$ cat src/fsp_pkg.sv
// Package of constants and types for the flash status and write-protection block.
package fsp_pkg;

  // ---------------------------------------------------------------
  // Command codes
  // ---------------------------------------------------------------
  localparam logic [7:0] FSP_CMD_WREN = 8'h06;
  localparam logic [7:0] FSP_CMD_WRDI = 8'h04;
  localparam logic [7:0] FSP_CMD_RD_SR1 = 8'h05;
  localparam logic [7:0] FSP_CMD_RD_SR2 = 8'h35;
  localparam logic [7:0] FSP_CMD_RD_SR3 = 8'h15;
  localparam logic [7:0] FSP_CMD_WR_SR1 = 8'h01;
  localparam logic [7:0] FSP_CMD_WR_SR2 = 8'h31;
  localparam logic [7:0] FSP_CMD_WR_SR3 = 8'h11;
  localparam logic [7:0] FSP_CMD_PROG = 8'h02;
  localparam logic [7:0] FSP_CMD_PROG_QUAD = 8'h32;
  localparam logic [7:0] FSP_CMD_WIPE_4K = 8'h20;
  localparam logic [7:0] FSP_CMD_ERASE_32K = 8'h52;
  localparam logic [7:0] FSP_CMD_ERASE_64K = 8'hD8;
  localparam logic [7:0] FSP_CMD_CHIP_A = 8'h60;
  localparam logic [7:0] FSP_CMD_CHIP_B = 8'hC7;
  localparam logic [7:0] FSP_CMD_RST_EN = 8'h66;
  localparam logic [7:0] FSP_CMD_RST = 8'h99;
  localparam logic [7:0] FSP_CMD_SUSPEND = 8'h75;
  localparam logic [7:0] FSP_CMD_RESUME = 8'h7A;

  // ---------------------------------------------------------------
  // Status bit positions within each byte
  // ---------------------------------------------------------------
  localparam int FSP_SR1_BUSY_BIT = 0;
  localparam int FSP_SR1_WEL_BIT = 1;
  localparam int FSP_SR1_BP_LSB = 2;
  localparam int FSP_SR1_SEL0_BIT = 7;
  localparam int FSP_SR2_SEL1_BIT = 0;
  localparam int FSP_SR2_QE_BIT = 1;
  localparam int FSP_SR2_PPAUSE_BIT = 2;
  localparam int FSP_SR2_OTP_LSB = 3;
  localparam int FSP_SR2_CMP_BIT = 6;
  localparam int FSP_SR2_EPAUSE_BIT = 7;
  localparam int FSP_SR3_DC_BIT = 0;
  localparam int FSP_SR3_DRV_LSB = 5;

  // ---------------------------------------------------------------
  // Reset values of the nonvolatile fields
  // ---------------------------------------------------------------
  localparam logic [4:0] FSP_BP_RESET = 5'h00;
  localparam logic [1:0] FSP_DRV_RESET = 2'h1;
  localparam logic [2:0] FSP_OTP_RESET = 3'h0;

  // ---------------------------------------------------------------
  // Array geometry
  // ---------------------------------------------------------------
  localparam logic [22:0] FSP_ADDR_MAX = 23'h7FFFFF;
  localparam logic [22:0] FSP_SMALL_UNIT = 23'h001000;
  localparam logic [22:0] FSP_BIG_UNIT = 23'h020000;
  localparam logic [22:0] FSP_PAGE_MASK = 23'h0000FF;
  localparam logic [22:0] FSP_4K_MASK = 23'h000FFF;
  localparam logic [22:0] FSP_32K_MASK = 23'h007FFF;
  localparam logic [22:0] FSP_64K_MASK = 23'h00FFFF;

  // ---------------------------------------------------------------
  // Operation times
  // ---------------------------------------------------------------
  localparam int FSP_CLK_NS = 50;
  localparam int FSP_T_SR_NS = 50000;
  localparam int FSP_T_PROG_NS = 100000;
  localparam int FSP_T_WIPE_NS = 150000;
  localparam int FSP_T_BLOCK_NS = 180000;
  localparam int FSP_T_CHIP_NS = 200000;
  localparam logic [11:0] FSP_CYC_SR = 12'(FSP_T_SR_NS / FSP_CLK_NS);
  localparam logic [11:0] FSP_CYC_PROG = 12'(FSP_T_PROG_NS / FSP_CLK_NS);
  localparam logic [11:0] FSP_CYC_WIPE = 12'(FSP_T_WIPE_NS / FSP_CLK_NS);
  localparam logic [11:0] FSP_CYC_BLOCK = 12'(FSP_T_BLOCK_NS / FSP_CLK_NS);
  localparam logic [11:0] FSP_CYC_CHIP = 12'(FSP_T_CHIP_NS / FSP_CLK_NS);

  // ---------------------------------------------------------------
  // Types
  // ---------------------------------------------------------------
  typedef enum logic [1:0] {
    FSP_OP_NONE = 2'b00,
    FSP_OP_SR = 2'b01,
    FSP_OP_PROG = 2'b10,
    FSP_OP_ERASE = 2'b11
  } fsp_op_e;

  typedef struct packed {
    logic [4:0] bp;
    logic sel0;
    logic sel1;
    logic cmp;
    logic [2:0] otp;
    logic qe;
    logic [1:0] drv;
    logic dc;
    logic write_enable_latch;
    logic busy;
    logic erase_paused;
    logic program_paused;
    fsp_op_e op;
    logic [11:0] count;
    logic rst_armed;
    logic [7:0] rd_data;
    logic rd_valid;
    logic done;
    logic reject;
  } fsp_state_s;

endpackage

$ cat src/fsp_prot_if.sv
// Interface carrying the protect fields to the region decoder and the region back.
`timescale 1ns/1ps
interface fsp_prot_if;
  logic [4:0] bp;
  logic cmp;
  logic any;
  logic [22:0] lo;
  logic [22:0] hi;
  modport decoder (input bp, input cmp, output any, output lo, output hi);
  modport user (output bp, output cmp, input any, input lo, input hi);
endinterface

$ cat src/fsp_status_protect.sv
// Status register bank and write-protection logic of a serial flash.
`timescale 1ns/1ps
module fsp_status_protect (
  // Clock and resets
  input wire logic i_clock,
  input wire logic i_rst_b,
  input wire logic i_nv_blank_b,
  // Command port from the serial front end
  input wire logic i_cmd_valid,
  input wire logic [7:0] i_cmd_code,
  input wire logic [22:0] i_cmd_addr,
  input wire logic [7:0] i_cmd_data,
  input wire logic i_cmd_whole,
  // Protect pin
  input wire logic i_protect_pin_n,
  // Command answers
  output logic o_cmd_done,
  output logic o_cmd_reject,
  output logic [7:0] o_rd_data,
  output logic o_rd_valid,
  // Status and configuration
  output logic o_busy,
  output logic o_write_enable_latch,
  output logic o_erase_paused,
  output logic o_program_paused,
  output logic o_quad_enable,
  output logic [1:0] o_drive_strength,
  output logic o_dummy_select,
  output logic [2:0] o_otp_lock
);

  fsp_pkg::fsp_state_s st_reg;
  fsp_pkg::fsp_state_s st_next;
  fsp_prot_if prot ();

  logic pin_high;
  logic [7:0] sr1;
  logic [7:0] sr2;
  logic [7:0] sr3;
  logic idle;
  logic sr_unlocked;
  logic write_ok;
  logic [22:0] op_mask;
  logic [22:0] op_lo;
  logic [22:0] op_hi;
  logic op_protected;
  logic chip_ok;

  // ---------------------------------------------------------------
  // Protect pin and region decoder
  // ---------------------------------------------------------------
  fsp_pin_filter u_pin (
    .i_clock(i_clock),
    .i_rst_b(i_rst_b),
    .i_pin(i_protect_pin_n),
    .o_level(pin_high)
  );

  assign prot.bp = st_reg.bp;
  assign prot.cmp = st_reg.cmp;

  fsp_region_decode u_decode (
    .prot(prot)
  );

  // ---------------------------------------------------------------
  // Status bytes as read back
  // ---------------------------------------------------------------
  always_comb begin
    sr1 = 8'h00;
    sr1[fsp_pkg::FSP_SR1_BUSY_BIT] = st_reg.busy;
    sr1[fsp_pkg::FSP_SR1_WEL_BIT] = st_reg.write_enable_latch;
    sr1[fsp_pkg::FSP_SR1_BP_LSB +: 5] = st_reg.bp;
    sr1[fsp_pkg::FSP_SR1_SEL0_BIT] = st_reg.sel0;
    sr2 = 8'h00;
    sr2[fsp_pkg::FSP_SR2_SEL1_BIT] = st_reg.sel1;
    sr2[fsp_pkg::FSP_SR2_QE_BIT] = st_reg.qe;
    sr2[fsp_pkg::FSP_SR2_PPAUSE_BIT] = st_reg.program_paused;
    sr2[fsp_pkg::FSP_SR2_OTP_LSB +: 3] = st_reg.otp;
    sr2[fsp_pkg::FSP_SR2_CMP_BIT] = st_reg.cmp;
    sr2[fsp_pkg::FSP_SR2_EPAUSE_BIT] = st_reg.erase_paused;
    sr3 = 8'h00;
    sr3[fsp_pkg::FSP_SR3_DC_BIT] = st_reg.dc;
    sr3[fsp_pkg::FSP_SR3_DRV_LSB +: 2] = st_reg.drv;
  end

  // ---------------------------------------------------------------
  // Gates for write-type commands
  // ---------------------------------------------------------------
  always_comb begin
    idle = !st_reg.busy && !st_reg.erase_paused && !st_reg.program_paused;
    write_ok = idle && st_reg.write_enable_latch && i_cmd_whole;
    unique case ({st_reg.sel1, st_reg.sel0})
      2'b00: sr_unlocked = 1'b1;
      2'b01: sr_unlocked = pin_high;
      2'b10: sr_unlocked = 1'b0;
      2'b11: sr_unlocked = 1'b0;
    endcase
    unique case (i_cmd_code)
      fsp_pkg::FSP_CMD_PROG: op_mask = fsp_pkg::FSP_PAGE_MASK;
      fsp_pkg::FSP_CMD_PROG_QUAD: op_mask = fsp_pkg::FSP_PAGE_MASK;
      fsp_pkg::FSP_CMD_WIPE_4K: op_mask = fsp_pkg::FSP_4K_MASK;
      fsp_pkg::FSP_CMD_ERASE_32K: op_mask = fsp_pkg::FSP_32K_MASK;
      default: op_mask = fsp_pkg::FSP_64K_MASK;
    endcase
    op_lo = i_cmd_addr & ~op_mask;
    op_hi = i_cmd_addr | op_mask;
    op_protected = prot.any && (op_lo <= prot.hi) && (op_hi >= prot.lo);
    chip_ok = ((st_reg.bp[2:0] == 3'h0) && !st_reg.cmp)
      || ((st_reg.bp[2:0] == 3'h7) && st_reg.cmp);
  end

  // ---------------------------------------------------------------
  // Next state
  // ---------------------------------------------------------------
  always_comb begin
    st_next = st_reg;
    st_next.rd_valid = 1'b0;
    st_next.done = 1'b0;
    st_next.reject = 1'b0;

    // Running operation counts down; the latch drops as it ends.
    if (st_reg.busy) begin
      if (st_reg.count == 12'h000) begin
        st_next.busy = 1'b0;
        st_next.write_enable_latch = 1'b0;
        st_next.op = fsp_pkg::FSP_OP_NONE;
      end else begin
        st_next.count = 12'(st_reg.count - 12'h001);
      end
    end

    if (i_cmd_valid) begin
      st_next.rst_armed = 1'b0;
      unique case (i_cmd_code)
        fsp_pkg::FSP_CMD_RD_SR1: begin
          st_next.rd_data = sr1;
          st_next.rd_valid = 1'b1;
          st_next.done = 1'b1;
        end
        fsp_pkg::FSP_CMD_RD_SR2: begin
          st_next.rd_data = sr2;
          st_next.rd_valid = 1'b1;
          st_next.done = 1'b1;
        end
        fsp_pkg::FSP_CMD_RD_SR3: begin
          st_next.rd_data = sr3;
          st_next.rd_valid = 1'b1;
          st_next.done = 1'b1;
        end
        fsp_pkg::FSP_CMD_WREN: begin
          if (idle && i_cmd_whole) begin
            st_next.write_enable_latch = 1'b1;
            st_next.done = 1'b1;
          end else begin
            st_next.reject = 1'b1;
          end
        end
        fsp_pkg::FSP_CMD_WRDI: begin
          if (idle && i_cmd_whole) begin
            st_next.write_enable_latch = 1'b0;
            st_next.done = 1'b1;
          end else begin
            st_next.reject = 1'b1;
          end
        end
        fsp_pkg::FSP_CMD_WR_SR1, fsp_pkg::FSP_CMD_WR_SR2, fsp_pkg::FSP_CMD_WR_SR3: begin
          if (write_ok && sr_unlocked) begin
            if (i_cmd_code == fsp_pkg::FSP_CMD_WR_SR1) begin
              st_next.bp = i_cmd_data[fsp_pkg::FSP_SR1_BP_LSB +: 5];
              st_next.sel0 = i_cmd_data[fsp_pkg::FSP_SR1_SEL0_BIT];
            end else if (i_cmd_code == fsp_pkg::FSP_CMD_WR_SR2) begin
              st_next.sel1 = i_cmd_data[fsp_pkg::FSP_SR2_SEL1_BIT];
              st_next.qe = i_cmd_data[fsp_pkg::FSP_SR2_QE_BIT];
              st_next.otp = st_reg.otp | i_cmd_data[fsp_pkg::FSP_SR2_OTP_LSB +: 3];
              st_next.cmp = i_cmd_data[fsp_pkg::FSP_SR2_CMP_BIT];
            end else begin
              st_next.dc = i_cmd_data[fsp_pkg::FSP_SR3_DC_BIT];
              st_next.drv = i_cmd_data[fsp_pkg::FSP_SR3_DRV_LSB +: 2];
            end
            st_next.busy = 1'b1;
            st_next.op = fsp_pkg::FSP_OP_SR;
            st_next.count = 12'(fsp_pkg::FSP_CYC_SR - 12'h001);
            st_next.done = 1'b1;
          end else begin
            st_next.reject = 1'b1;
          end
        end
        fsp_pkg::FSP_CMD_PROG, fsp_pkg::FSP_CMD_PROG_QUAD: begin
          if (write_ok && !op_protected) begin
            st_next.busy = 1'b1;
            st_next.op = fsp_pkg::FSP_OP_PROG;
            st_next.count = 12'(fsp_pkg::FSP_CYC_PROG - 12'h001);
            st_next.done = 1'b1;
          end else begin
            st_next.reject = 1'b1;
          end
        end
        fsp_pkg::FSP_CMD_WIPE_4K: begin
          if (write_ok && !op_protected) begin
            st_next.busy = 1'b1;
            st_next.op = fsp_pkg::FSP_OP_ERASE;
            st_next.count = 12'(fsp_pkg::FSP_CYC_WIPE - 12'h001);
            st_next.done = 1'b1;
          end else begin
            st_next.reject = 1'b1;
          end
        end
        fsp_pkg::FSP_CMD_ERASE_32K, fsp_pkg::FSP_CMD_ERASE_64K: begin
          if (write_ok && !op_protected) begin
            st_next.busy = 1'b1;
            st_next.op = fsp_pkg::FSP_OP_ERASE;
            st_next.count = 12'(fsp_pkg::FSP_CYC_BLOCK - 12'h001);
            st_next.done = 1'b1;
          end else begin
            st_next.reject = 1'b1;
          end
        end
        fsp_pkg::FSP_CMD_CHIP_A, fsp_pkg::FSP_CMD_CHIP_B: begin
          if (write_ok && chip_ok) begin
            st_next.busy = 1'b1;
            st_next.op = fsp_pkg::FSP_OP_ERASE;
            st_next.count = 12'(fsp_pkg::FSP_CYC_CHIP - 12'h001);
            st_next.done = 1'b1;
          end else begin
            st_next.reject = 1'b1;
          end
        end
        fsp_pkg::FSP_CMD_SUSPEND: begin
          // Suspend freezes the countdown; busy drops while paused.
          if (st_reg.busy && (st_reg.op == fsp_pkg::FSP_OP_ERASE) && (st_reg.count != 12'h000)) begin
            st_next.busy = 1'b0;
            st_next.erase_paused = 1'b1;
            st_next.done = 1'b1;
          end else if (st_reg.busy && (st_reg.op == fsp_pkg::FSP_OP_PROG) && (st_reg.count != 12'h000)) begin
            st_next.busy = 1'b0;
            st_next.program_paused = 1'b1;
            st_next.done = 1'b1;
          end else begin
            st_next.reject = 1'b1;
          end
        end
        fsp_pkg::FSP_CMD_RESUME: begin
          if (st_reg.erase_paused || st_reg.program_paused) begin
            st_next.busy = 1'b1;
            st_next.erase_paused = 1'b0;
            st_next.program_paused = 1'b0;
            st_next.done = 1'b1;
          end else begin
            st_next.reject = 1'b1;
          end
        end
        fsp_pkg::FSP_CMD_RST_EN: begin
          st_next.rst_armed = 1'b1;
          st_next.done = 1'b1;
        end
        fsp_pkg::FSP_CMD_RST: begin
          if (st_reg.rst_armed) begin
            st_next.write_enable_latch = 1'b0;
            st_next.busy = 1'b0;
            st_next.erase_paused = 1'b0;
            st_next.program_paused = 1'b0;
            st_next.op = fsp_pkg::FSP_OP_NONE;
            st_next.count = 12'h000;
            st_next.done = 1'b1;
          end else begin
            st_next.reject = 1'b1;
          end
        end
        default: begin
          st_next.rst_armed = 1'b0;
        end
      endcase
    end

    // Power-up: volatile state clears; nonvolatile state is kept, except that select 10 clears to 00 and a blank part loads the reset values.
    if (!i_rst_b) begin
      st_next.write_enable_latch = 1'b0;
      st_next.busy = 1'b0;
      st_next.erase_paused = 1'b0;
      st_next.program_paused = 1'b0;
      st_next.op = fsp_pkg::FSP_OP_NONE;
      st_next.count = 12'h000;
      st_next.rst_armed = 1'b0;
      st_next.rd_data = 8'h00;
      st_next.rd_valid = 1'b0;
      st_next.done = 1'b0;
      st_next.reject = 1'b0;
      if (st_reg.sel1 && !st_reg.sel0) begin
        st_next.sel1 = 1'b0;
        st_next.sel0 = 1'b0;
      end
      if (!i_nv_blank_b) begin
        st_next.bp = fsp_pkg::FSP_BP_RESET;
        st_next.sel0 = 1'b0;
        st_next.sel1 = 1'b0;
        st_next.cmp = 1'b0;
        st_next.otp = fsp_pkg::FSP_OTP_RESET;
        st_next.qe = 1'b0;
        st_next.drv = fsp_pkg::FSP_DRV_RESET;
        st_next.dc = 1'b0;
      end
    end
  end

  always_ff @(posedge i_clock) begin
    st_reg <= st_next;
  end

  // ---------------------------------------------------------------
  // Outputs
  // ---------------------------------------------------------------
  assign o_cmd_done = st_reg.done;
  assign o_cmd_reject = st_reg.reject;
  assign o_rd_data = st_reg.rd_data;
  assign o_rd_valid = st_reg.rd_valid;
  assign o_busy = st_reg.busy;
  assign o_write_enable_latch = st_reg.write_enable_latch;
  assign o_erase_paused = st_reg.erase_paused;
  assign o_program_paused = st_reg.program_paused;
  assign o_quad_enable = st_reg.qe;
  assign o_drive_strength = st_reg.drv;
  assign o_dummy_select = st_reg.dc;
  assign o_otp_lock = st_reg.otp;

endmodule

$ cat src/fsp_region_decode.sv
// Decoder from the protect field and complement select to a protected address range.
`timescale 1ns/1ps
module fsp_region_decode (
  fsp_prot_if.decoder prot
);

  logic [2:0] low3;
  logic [2:0] shift;
  logic [22:0] size;
  logic none0;
  logic all0;
  logic [22:0] lo0;
  logic [22:0] hi0;

  // ---------------------------------------------------------------
  // Range with complement off, then complemented when selected
  // ---------------------------------------------------------------
  always_comb begin
    low3 = prot.bp[2:0];
    none0 = (low3 == 3'h0);
    all0 = (low3 == 3'h7);
    if (prot.bp[4]) begin
      shift = (low3 >= 3'h4) ? 3'h3 : 3'(low3 - 3'h1);
      size = fsp_pkg::FSP_SMALL_UNIT << shift;
    end else begin
      shift = 3'(low3 - 3'h1);
      size = fsp_pkg::FSP_BIG_UNIT << shift;
    end
    if (all0) begin
      lo0 = 23'h000000;
      hi0 = fsp_pkg::FSP_ADDR_MAX;
    end else if (prot.bp[3]) begin
      lo0 = 23'h000000;
      hi0 = 23'(size - 23'h000001);
    end else begin
      lo0 = ~23'(size - 23'h000001);
      hi0 = fsp_pkg::FSP_ADDR_MAX;
    end
    if (!prot.cmp) begin
      prot.any = !none0;
      prot.lo = lo0;
      prot.hi = hi0;
    end else if (none0) begin
      prot.any = 1'b1;
      prot.lo = 23'h000000;
      prot.hi = fsp_pkg::FSP_ADDR_MAX;
    end else if (all0) begin
      prot.any = 1'b0;
      prot.lo = 23'h000000;
      prot.hi = 23'h000000;
    end else if (lo0 == 23'h000000) begin
      prot.any = 1'b1;
      prot.lo = 23'(hi0 + 23'h000001);
      prot.hi = fsp_pkg::FSP_ADDR_MAX;
    end else begin
      prot.any = 1'b1;
      prot.lo = 23'h000000;
      prot.hi = 23'(lo0 - 23'h000001);
    end
  end

endmodule

$ cat src/fsp_pin_filter.sv
// Three-stage synchroniser for the protect pin with an agreement filter.
`timescale 1ns/1ps
module fsp_pin_filter (
  // Clock and reset
  input wire logic i_clock,
  input wire logic i_rst_b,
  // Pin and filtered level
  input wire logic i_pin,
  output logic o_level
);

  typedef struct packed {
    logic s1;
    logic s2;
    logic s3;
    logic level;
  } fsp_pin_s;

  fsp_pin_s pin_reg;
  fsp_pin_s pin_next;

  // ---------------------------------------------------------------
  // The level follows only once the second and third stage agree
  // ---------------------------------------------------------------
  always_comb begin
    pin_next.s1 = i_pin;
    pin_next.s2 = pin_reg.s1;
    pin_next.s3 = pin_reg.s2;
    pin_next.level = (pin_reg.s2 == pin_reg.s3) ? pin_reg.s3 : pin_reg.level;
    if (!i_rst_b) begin
      pin_next = '1;
    end
  end

  always_ff @(posedge i_clock) begin
    pin_reg <= pin_next;
  end

  assign o_level = pin_reg.level;

endmodule

$ cat config.mk
export PLATFORM = sky130hd
export DESIGN_NAME = fsp_status_protect
export DESIGN_NICKNAME = d
export VERILOG_FILES = /design/src/fsp_pkg.sv /design/src/fsp_prot_if.sv /design/src/fsp_status_protect.sv /design/src/fsp_region_decode.sv /design/src/fsp_pin_filter.sv
export SDC_FILE = /design/constraint.sdc
export NUM_CORES = 1
export LEC_CHECK = 0
export BUFFER_PORTS_ARGS = -buffer_cell sky130_fd_sc_hd__buf_4
export CORE_MARGIN = 2
export CORE_UTILIZATION = 66
export CTS_BUF_LIST = sky130_fd_sc_hd__clkbuf_8
export DETAILED_ROUTE_END_ITERATION = 10
export PLACE_DENSITY = 0.89
export RECOVER_POWER = 50
export REMOVE_ABC_BUFFERS = 1
export SETUP_SLACK_MARGIN = 0.1
export SKIP_LAST_GASP = 1
export SLEW_MARGIN = 20
export SYNTH_ARGS = -nofsm -noshare
export SYNTH_HDL_FRONTEND = slang
export SYNTH_HIERARCHICAL = 1
export SYNTH_SLANG_ARGS = --single-unit
$ cat constraint.sdc
create_clock -name i_clock -period 8.91 [get_ports i_clock]
set_input_delay 1.782 -clock i_clock [delete_from_list [all_inputs] [get_ports i_clock]]
set_output_delay 1.782 -clock i_clock [all_outputs]
set_load 0.02 [all_outputs]
==> flow_summary.yaml, run 1 <==
timing:
  fin_crit_ns: 6.33
  worst_clock_skew_ns: 0.00493
  fin_setup_tns_ns: 0
  timing.hold.ws_ns: 0.422
  timing.fmax_mhz: 158
  hold_viol_final: 0
  worst_pin_slew_ns: 1.09
  slew_headroom_pct: 26.4
  setup_viol: 0
  setup_ws_ns: 2.58
  rsz0062_at_grt: "no"
  slew_violations: 0
  fin_crit_sh_pct: 71.1
grt:
  use_met2_pct: 55.7
  grt_use_total_pct: 33.4
  grt.busiest_layer: "met2"
  grt_pass1_vias: 5113
  grt_pass1_wl_um: 24300
  grtUsageMet3_pct: 4.07
  grt-ovfl-total: 0
  grt_util_met1_pct: 43.7
  grt_max_degree: 21
  antenna_found_initial: 0
critical_path:
  worstReg2RegStart: "prot.bp[0]"
  end_kind: "register"
  required_ns: 9.13
  crit_path_max_fanout: 14
  crit_path_start_kind: "register"
  critPathKind: "register to register"
  crit_arrival_ns: 6.55
  crit_start: "prot.bp[0]"
power:
  internal_power_uw: 324
  power_leakage_nw: 2.40
  seq_power_share_pct: 50.4
  p_sw_uw: 112
  swShare_pct: 25.6
  clock_power_share_pct: 38.0
  ir_drop_v: 0.000108
  combPwrFrac_pct: 11.6
  p_per_area_nw_per_um2: 77.1
synth:
  synth_area_leader_cell: "dfxtp_1"
  yosysSeqAreaShare_pct: 18.1
  synth_area_um2: 5430
  synth_edf_count: 0
  synthArstFlopShare_pct: 0
  synth_cells: 749
  yosysWarnings: 6
  ys.flop_type: "dfxtp_1"
  synth-seq-cells: 49
  avgSynthCellArea_um2: 7.25
  synthTopCellsByArea: "dfxtp_1, ha_1, nor2_1"
  synth_top_area_share_pct: 18.1
  ys_types: 87
drt:
  ant_nets: 0
  wire_per_inst_um: 17.4
  num_vias: 5632
  dr.first_iter.drc_count: 461
  wl_um: 15100
  first_pass_iters: 6
  vias_per_cell: 6.50
  drcViolationCount: 0
clock_tree:
  clock_latency_ns: 0.31
  cts_setup_buffers: 0
  cts_inserted_buffers: 5
  clock-root-buffer: "clkbuf_8"
  hold_buffers: 0
  cts_sinks: 49
  cts_tree: "yes"
  clk_pin_slew_worst_paths_ns: 0.10
  htree_num_levels: 2
  ctsLongestPathBuffers: 2
  cts_resized: 0
layout:
  seqCellArea_um2: 981
  drive_above_1_share_pct: 8.79
  multi_input_comb_area_um2: 3870
  largest_reg_flops: 15
  fin_nets: 845
  fill_cells: 675
  areaGrowthSynthToFinish_pct: 4.17
  final_util_pct: 69.9
  insertedDiodeCount: 0
die:
  die_height_um: 94.7
  dieArea_um2: 8970
  fp.coreArea_um2: 8090
  die_w_um: 94.7
  fp-row-count: 33
  start_util_pct: 67.1
  io-pin-count: 67
worst_hold_path:
  min_path_type: "register to register"
  hold_start: "u_pin/pin_reg[3]"
place:
  dp_hpwl_um: 11700
  portBuffers: 58
  gp_congestion: 0.992
  dp_slack_ns: 2.85
flow_run:
  cap_violations: 0
status:
  status: "completed"
## critical path: stages (launching register included)
cell and delay, ns:
dfxtp_1 0.61, inv_1 0.24, ha_1 0.40, and4bb_2 0.38, and2_1 0.22, inv_1 0.08
ha_1 0.37, nand2b_1 0.15, o31ai_1 0.09, a32oi_1 0.22, a2bb2oi_1 0.51, nor2_1 0.17
mux2i_1 0.26, a32oi_1 0.14, nor2_1 0.18, inv_1 0.06, ha_1 0.30, and3_1 0.17
o21ai_0 0.15, nand3_1 0.08, o311ai_0 0.48, o21ai_0 0.17, buf_4 0.21, or3_4 0.38
a31oi_1 0.21
## layout make-up
cell class | instances | share of cell area (%)
repair buffers | 60 | 6.31
clock inverters | 3 | 0.775
multi-input cells | 592 | 68.5
inverters | 53 | 3.52
well taps | 105 | 2.32
flip-flops and latches | 49 | 17.3
clock buffers | 5 | 1.22
## power by group through the flow
stage               logic, mW  registers, mW  clock network [mW]
floorplan              0.0229          0.225                   0
global placement       0.0478          0.225                   0
detailed placement     0.0495          0.225                   0
CTS                    0.0498          0.220               0.166
global route           0.0552          0.220               0.175
finish                 0.0508          0.220               0.166
## final timing paths
path | slack, ns | end | cells after the start
min | 0.42 | u_pin/pin_reg[2] | 1
min reg2reg | 0.42 | u_pin/pin_reg[2] | 1
max reg2reg | 2.58 | st_reg[25] | 24
max | 2.58 | st_reg[25] | 24
## synth_stat cells, types with 12 or more instances
master	number
nor3_1	26
nand2b_1	27
buf_4	37
and2_1	12
nand4_1	12
ha_1	39
inv_1	53
clkbuf_1	18
nand3_1	21
nand2_1	64
o21ai_0	37
nor4_1	12
nor2_1	78
a21oi_1	50
dfxtp_1	49
mux2i_1	18
## through the flow
stage	cell area, µm²	total power, mW	cells
after floorplan	5050	0.248	694
after global placement	5640	0.273	859
after detailed placement	5640	0.274	859
after CTS	5750	0.435	867
after global routing	5650	0.450	867
final	5650	0.436	867
## cells in the final DEF (no fill, tap or decap), types with 5 or more instances in the layout
master    instances
nand4_1          12
o21a_1            6
buf_4            35
nand2_1          64
xnor2_1          11
o31ai_1           7
nor4_1           12
a21oi_1          50
a21o_1            6
a211oi_1          5
nand3_1          21
xor2_1            6
o211ai_1          7
ha_1             39
mux2i_1          18
clkbuf_8          5
and2_1           12
a22oi_1           8
nor3_1           26
and4_1            5
a31oi_1          10
o21ai_0          38
nand2b_1         27
nor2b_1           6
or4_1             9
clkbuf_1         25
conb_1           12
nor2_1           78
or3_1             9
dfxtp_1          49
inv_1            53
## routing by layer
layer / share of wire, % / vias up
met5: 0 / -
met2: 47 / 345
met3: 8.3 / 42
met1: 42 / 2550
met4: 3.0 / 0
li1: - / 2695
## cells by family (layout without fill, tap and decap cells)
group	Yosys count	after routing	share of synthesized area, %
AOI/OAI and AO/OA	192	192	24.6
xor gates and xnor gates	18	18	3.25
adders and majority gates	39	39	8.99
buffers and inverters	119	121	11.3
DFF	49	49	18.1
muxes	19	19	3.53
other	1	12	0.0691
and+or+nand+nor	312	312	30.2
No activity file was read; power rests on OpenSTA's default activity.
==> inputs of run 2 (changes only) <==
--- a/config.mk
+++ b/config.mk
@@ -7,10 +7,10 @@
 export LEC_CHECK = 0
 export BUFFER_PORTS_ARGS = -buffer_cell sky130_fd_sc_hd__buf_4
 export CORE_MARGIN = 2
-export CORE_UTILIZATION = 66
+export CORE_UTILIZATION = 55
 export CTS_BUF_LIST = sky130_fd_sc_hd__clkbuf_8
 export DETAILED_ROUTE_END_ITERATION = 10
-export PLACE_DENSITY = 0.89
+export PLACE_DENSITY = 0.79
 export RECOVER_POWER = 50
 export REMOVE_ABC_BUFFERS = 1
 export SETUP_SLACK_MARGIN = 0.1
==> constraint.sdc (replaced) <==
create_clock -name i_clock -period 5.2 [get_ports i_clock]
set_input_delay 1.04 -clock i_clock [delete_from_list [all_inputs] [get_ports i_clock]]
set_output_delay 1.04 -clock i_clock [all_outputs]
set_load 0.02 [all_outputs]
==> flow_summary.yaml, run 2 (synthesis gave the netlist of run 1 again) <==
status:
  status: "completed"
layout:
  areaGrowthSynthToFinish_pct: 8.92
  fill_cells: 904
  drive_above_1_share_pct: 12.8
  final_common_cell: "nor2_1"
  fin_area_um2: 5910
  layout_common_cells: "nor2_1, nand2_1, buf_4"
  seqCellArea_um2: 981
  largest_reg_flops: 15
  fin_nets: 864
  insertedDiodeCount: 0
  multi_input_comb_area_um2: 3950
place:
  portBuffers: 58
  dpl_cell_area_um2: 5810
  gp_congestion: 1.00
  dp_hpwl_um: 11800
timing:
  slew_violations: 0
  timing.fmax_mhz: 207
  rsz0062_at_grt: "no"
  setup_viol: 0
  hold_viol_final: 0
  timing.hold.ws_ns: 0.422
  slew_headroom_pct: 35.9
  fin_crit_sh_pct: 92.9
  fin_crit_ns: 4.83
  worst_clock_skew_ns: 0.00835
  worst_pin_slew_ns: 0.953
critical_path:
  crit_path_start_kind: "register"
  cpMostUsedCell: "ha_1"
  slowest_delay_ns: 0.52
  crit_arrival_ns: 5.05
  cp_cell_sequence: "buf_4, ha_1, and2_1, nor2_1, nand2_1, ha_1, o21ai_2, mux2i_1, a32o_1, a221oi_1, inv_1, ha_1, nand2_1, o21ai_0, a221oi_2, a21oi_2, o21ai_1, buf_4, or3_4, a31oi_2"
  worstReg2RegStart: "prot.bp[0]"
  crit_path_max_fanout: 14
  crit_start: "prot.bp[0]"
  cp_num_buf_inv: 3
  critPathKind: "register to register"
  cp_slowest_cell: "nor2_1"
  end_kind: "register"
  cp_top_family: "compound AO/OA/AOI/OAI gates"
  required_ns: 5.42
grt:
  grt-ovfl-total: 0
  grt_use_total_pct: 28.3
  grt_pass1_vias: 5376
  grt_pass1_wl_um: 24600
  antenna_found_initial: 0
  grt_max_degree: 21
die:
  fp.coreArea_um2: 9680
  dieArea_um2: 10700
  die_height_um: 103
  start_util_pct: 56.0
  die_w_um: 103
  fp-row-count: 36
  io-pin-count: 67
drt:
  num_vias: 5706
  vias_per_cell: 6.24
  wl_um: 15200
  drcViolationCount: 0
  wire_per_inst_um: 16.7
  dr.first_iter.drc_count: 308
  ant_nets: 0
  first_pass_iters: 5
worst_hold_path:
  min_path_type: "register to register"
  hold_start: "u_pin/pin_reg[3]"
clock_tree:
  clk_pin_slew_worst_paths_ns: 0.09
  cts_inserted_buffers: 5
  cts_tree: "yes"
  clock-root-buffer: "clkbuf_8"
  clock_latency_ns: 0.31
  ctsLongestPathBuffers: 2
  hold_buffers: 0
  htree_num_levels: 2
  cts_sinks: 49
power:
  power_leakage_nw: 2.51
  ir_drop_v: 0.000160
  p_per_area_nw_per_um2: 126
flow_run:
  cap_violations: 0
-- run 2: path summary, 6_finish.rpt --
| kind | depth (start not counted) | slack [ns] | to |
|---|---|---|---|
| max | 20 | 0.37 | st_reg[25] |
| min | 1 | 0.42 | u_pin/pin_reg[2] |
| max reg2reg | 20 | 0.37 | st_reg[25] |
| min reg2reg | 1 | 0.42 | u_pin/pin_reg[2] |
-- run 2: worst register-to-register path, cell delays in order (launching register included) --
cell and delay [ns]:
dfxtp_1 0.32, buf_4 0.18, ha_1 0.24, and2_1 0.26
nor2_1 0.53, nand2_1 0.13, ha_1 0.30, o21ai_2 0.15
mux2i_1 0.13, a32o_1 0.28, a221oi_1 0.32, inv_1 0.08
ha_1 0.30, nand2_1 0.08, o21ai_0 0.27, a221oi_2 0.12
a21oi_2 0.20, o21ai_1 0.08, buf_4 0.20, or3_4 0.39
a31oi_2 0.19
-- run 2: final cells by class --
class | count | share of cell area [%]
Clock inverter | 3 | 0.741
Tap cell | 133 | 2.81
Multi-Input combinational cell | 592 | 66.9
Inverter | 53 | 3.37
Timing Repair Buffer | 79 | 8.44
Sequential cell | 49 | 16.6
Clock buffer | 5 | 1.16
-- run 2: power breakdown --
group	internal, mW	switching [mW]
Sequential	0.376	0.000476
Combinational	0.0364	0.0519
Clock	0.144	0.136
-- run 2: per-stage QoR --
step | cells | setup TNS, ns | power [mW] | utilization (%) | worst slack, ns
CTS | 913 | 0 | 0.744 | 61.2 | 0.175
floorplan | 694 | -2.74 | 0.424 | - | -0.366
finish | 914 | 0 | 0.745 | 61.0 | 0.371
global route | 914 | 0 | 0.765 | 61.0 | 0.102
detailed placement | 905 | 0 | 0.471 | 59.9 | 0.0672
global placement | 905 | 0 | 0.468 | 59.9 | 0.124
-- run 2: per-layer routing --
layer  GRT usage [%]  wire length, µm  up-vias
li1                -                -     2729
met1            35.3             6350     2639
met3            2.96             1060       47
met5               0                0        -
met4            12.9              481        0
met2            49.0             7340      291
-- run 2: repair_timing --
item                                    4_1_cts  5_1_grt
buffers inserted                              0        1
endpoints found under the setup margin        5       17
cloned                                        0        0
pin swaps                                     0        4
resized for setup                             3       16
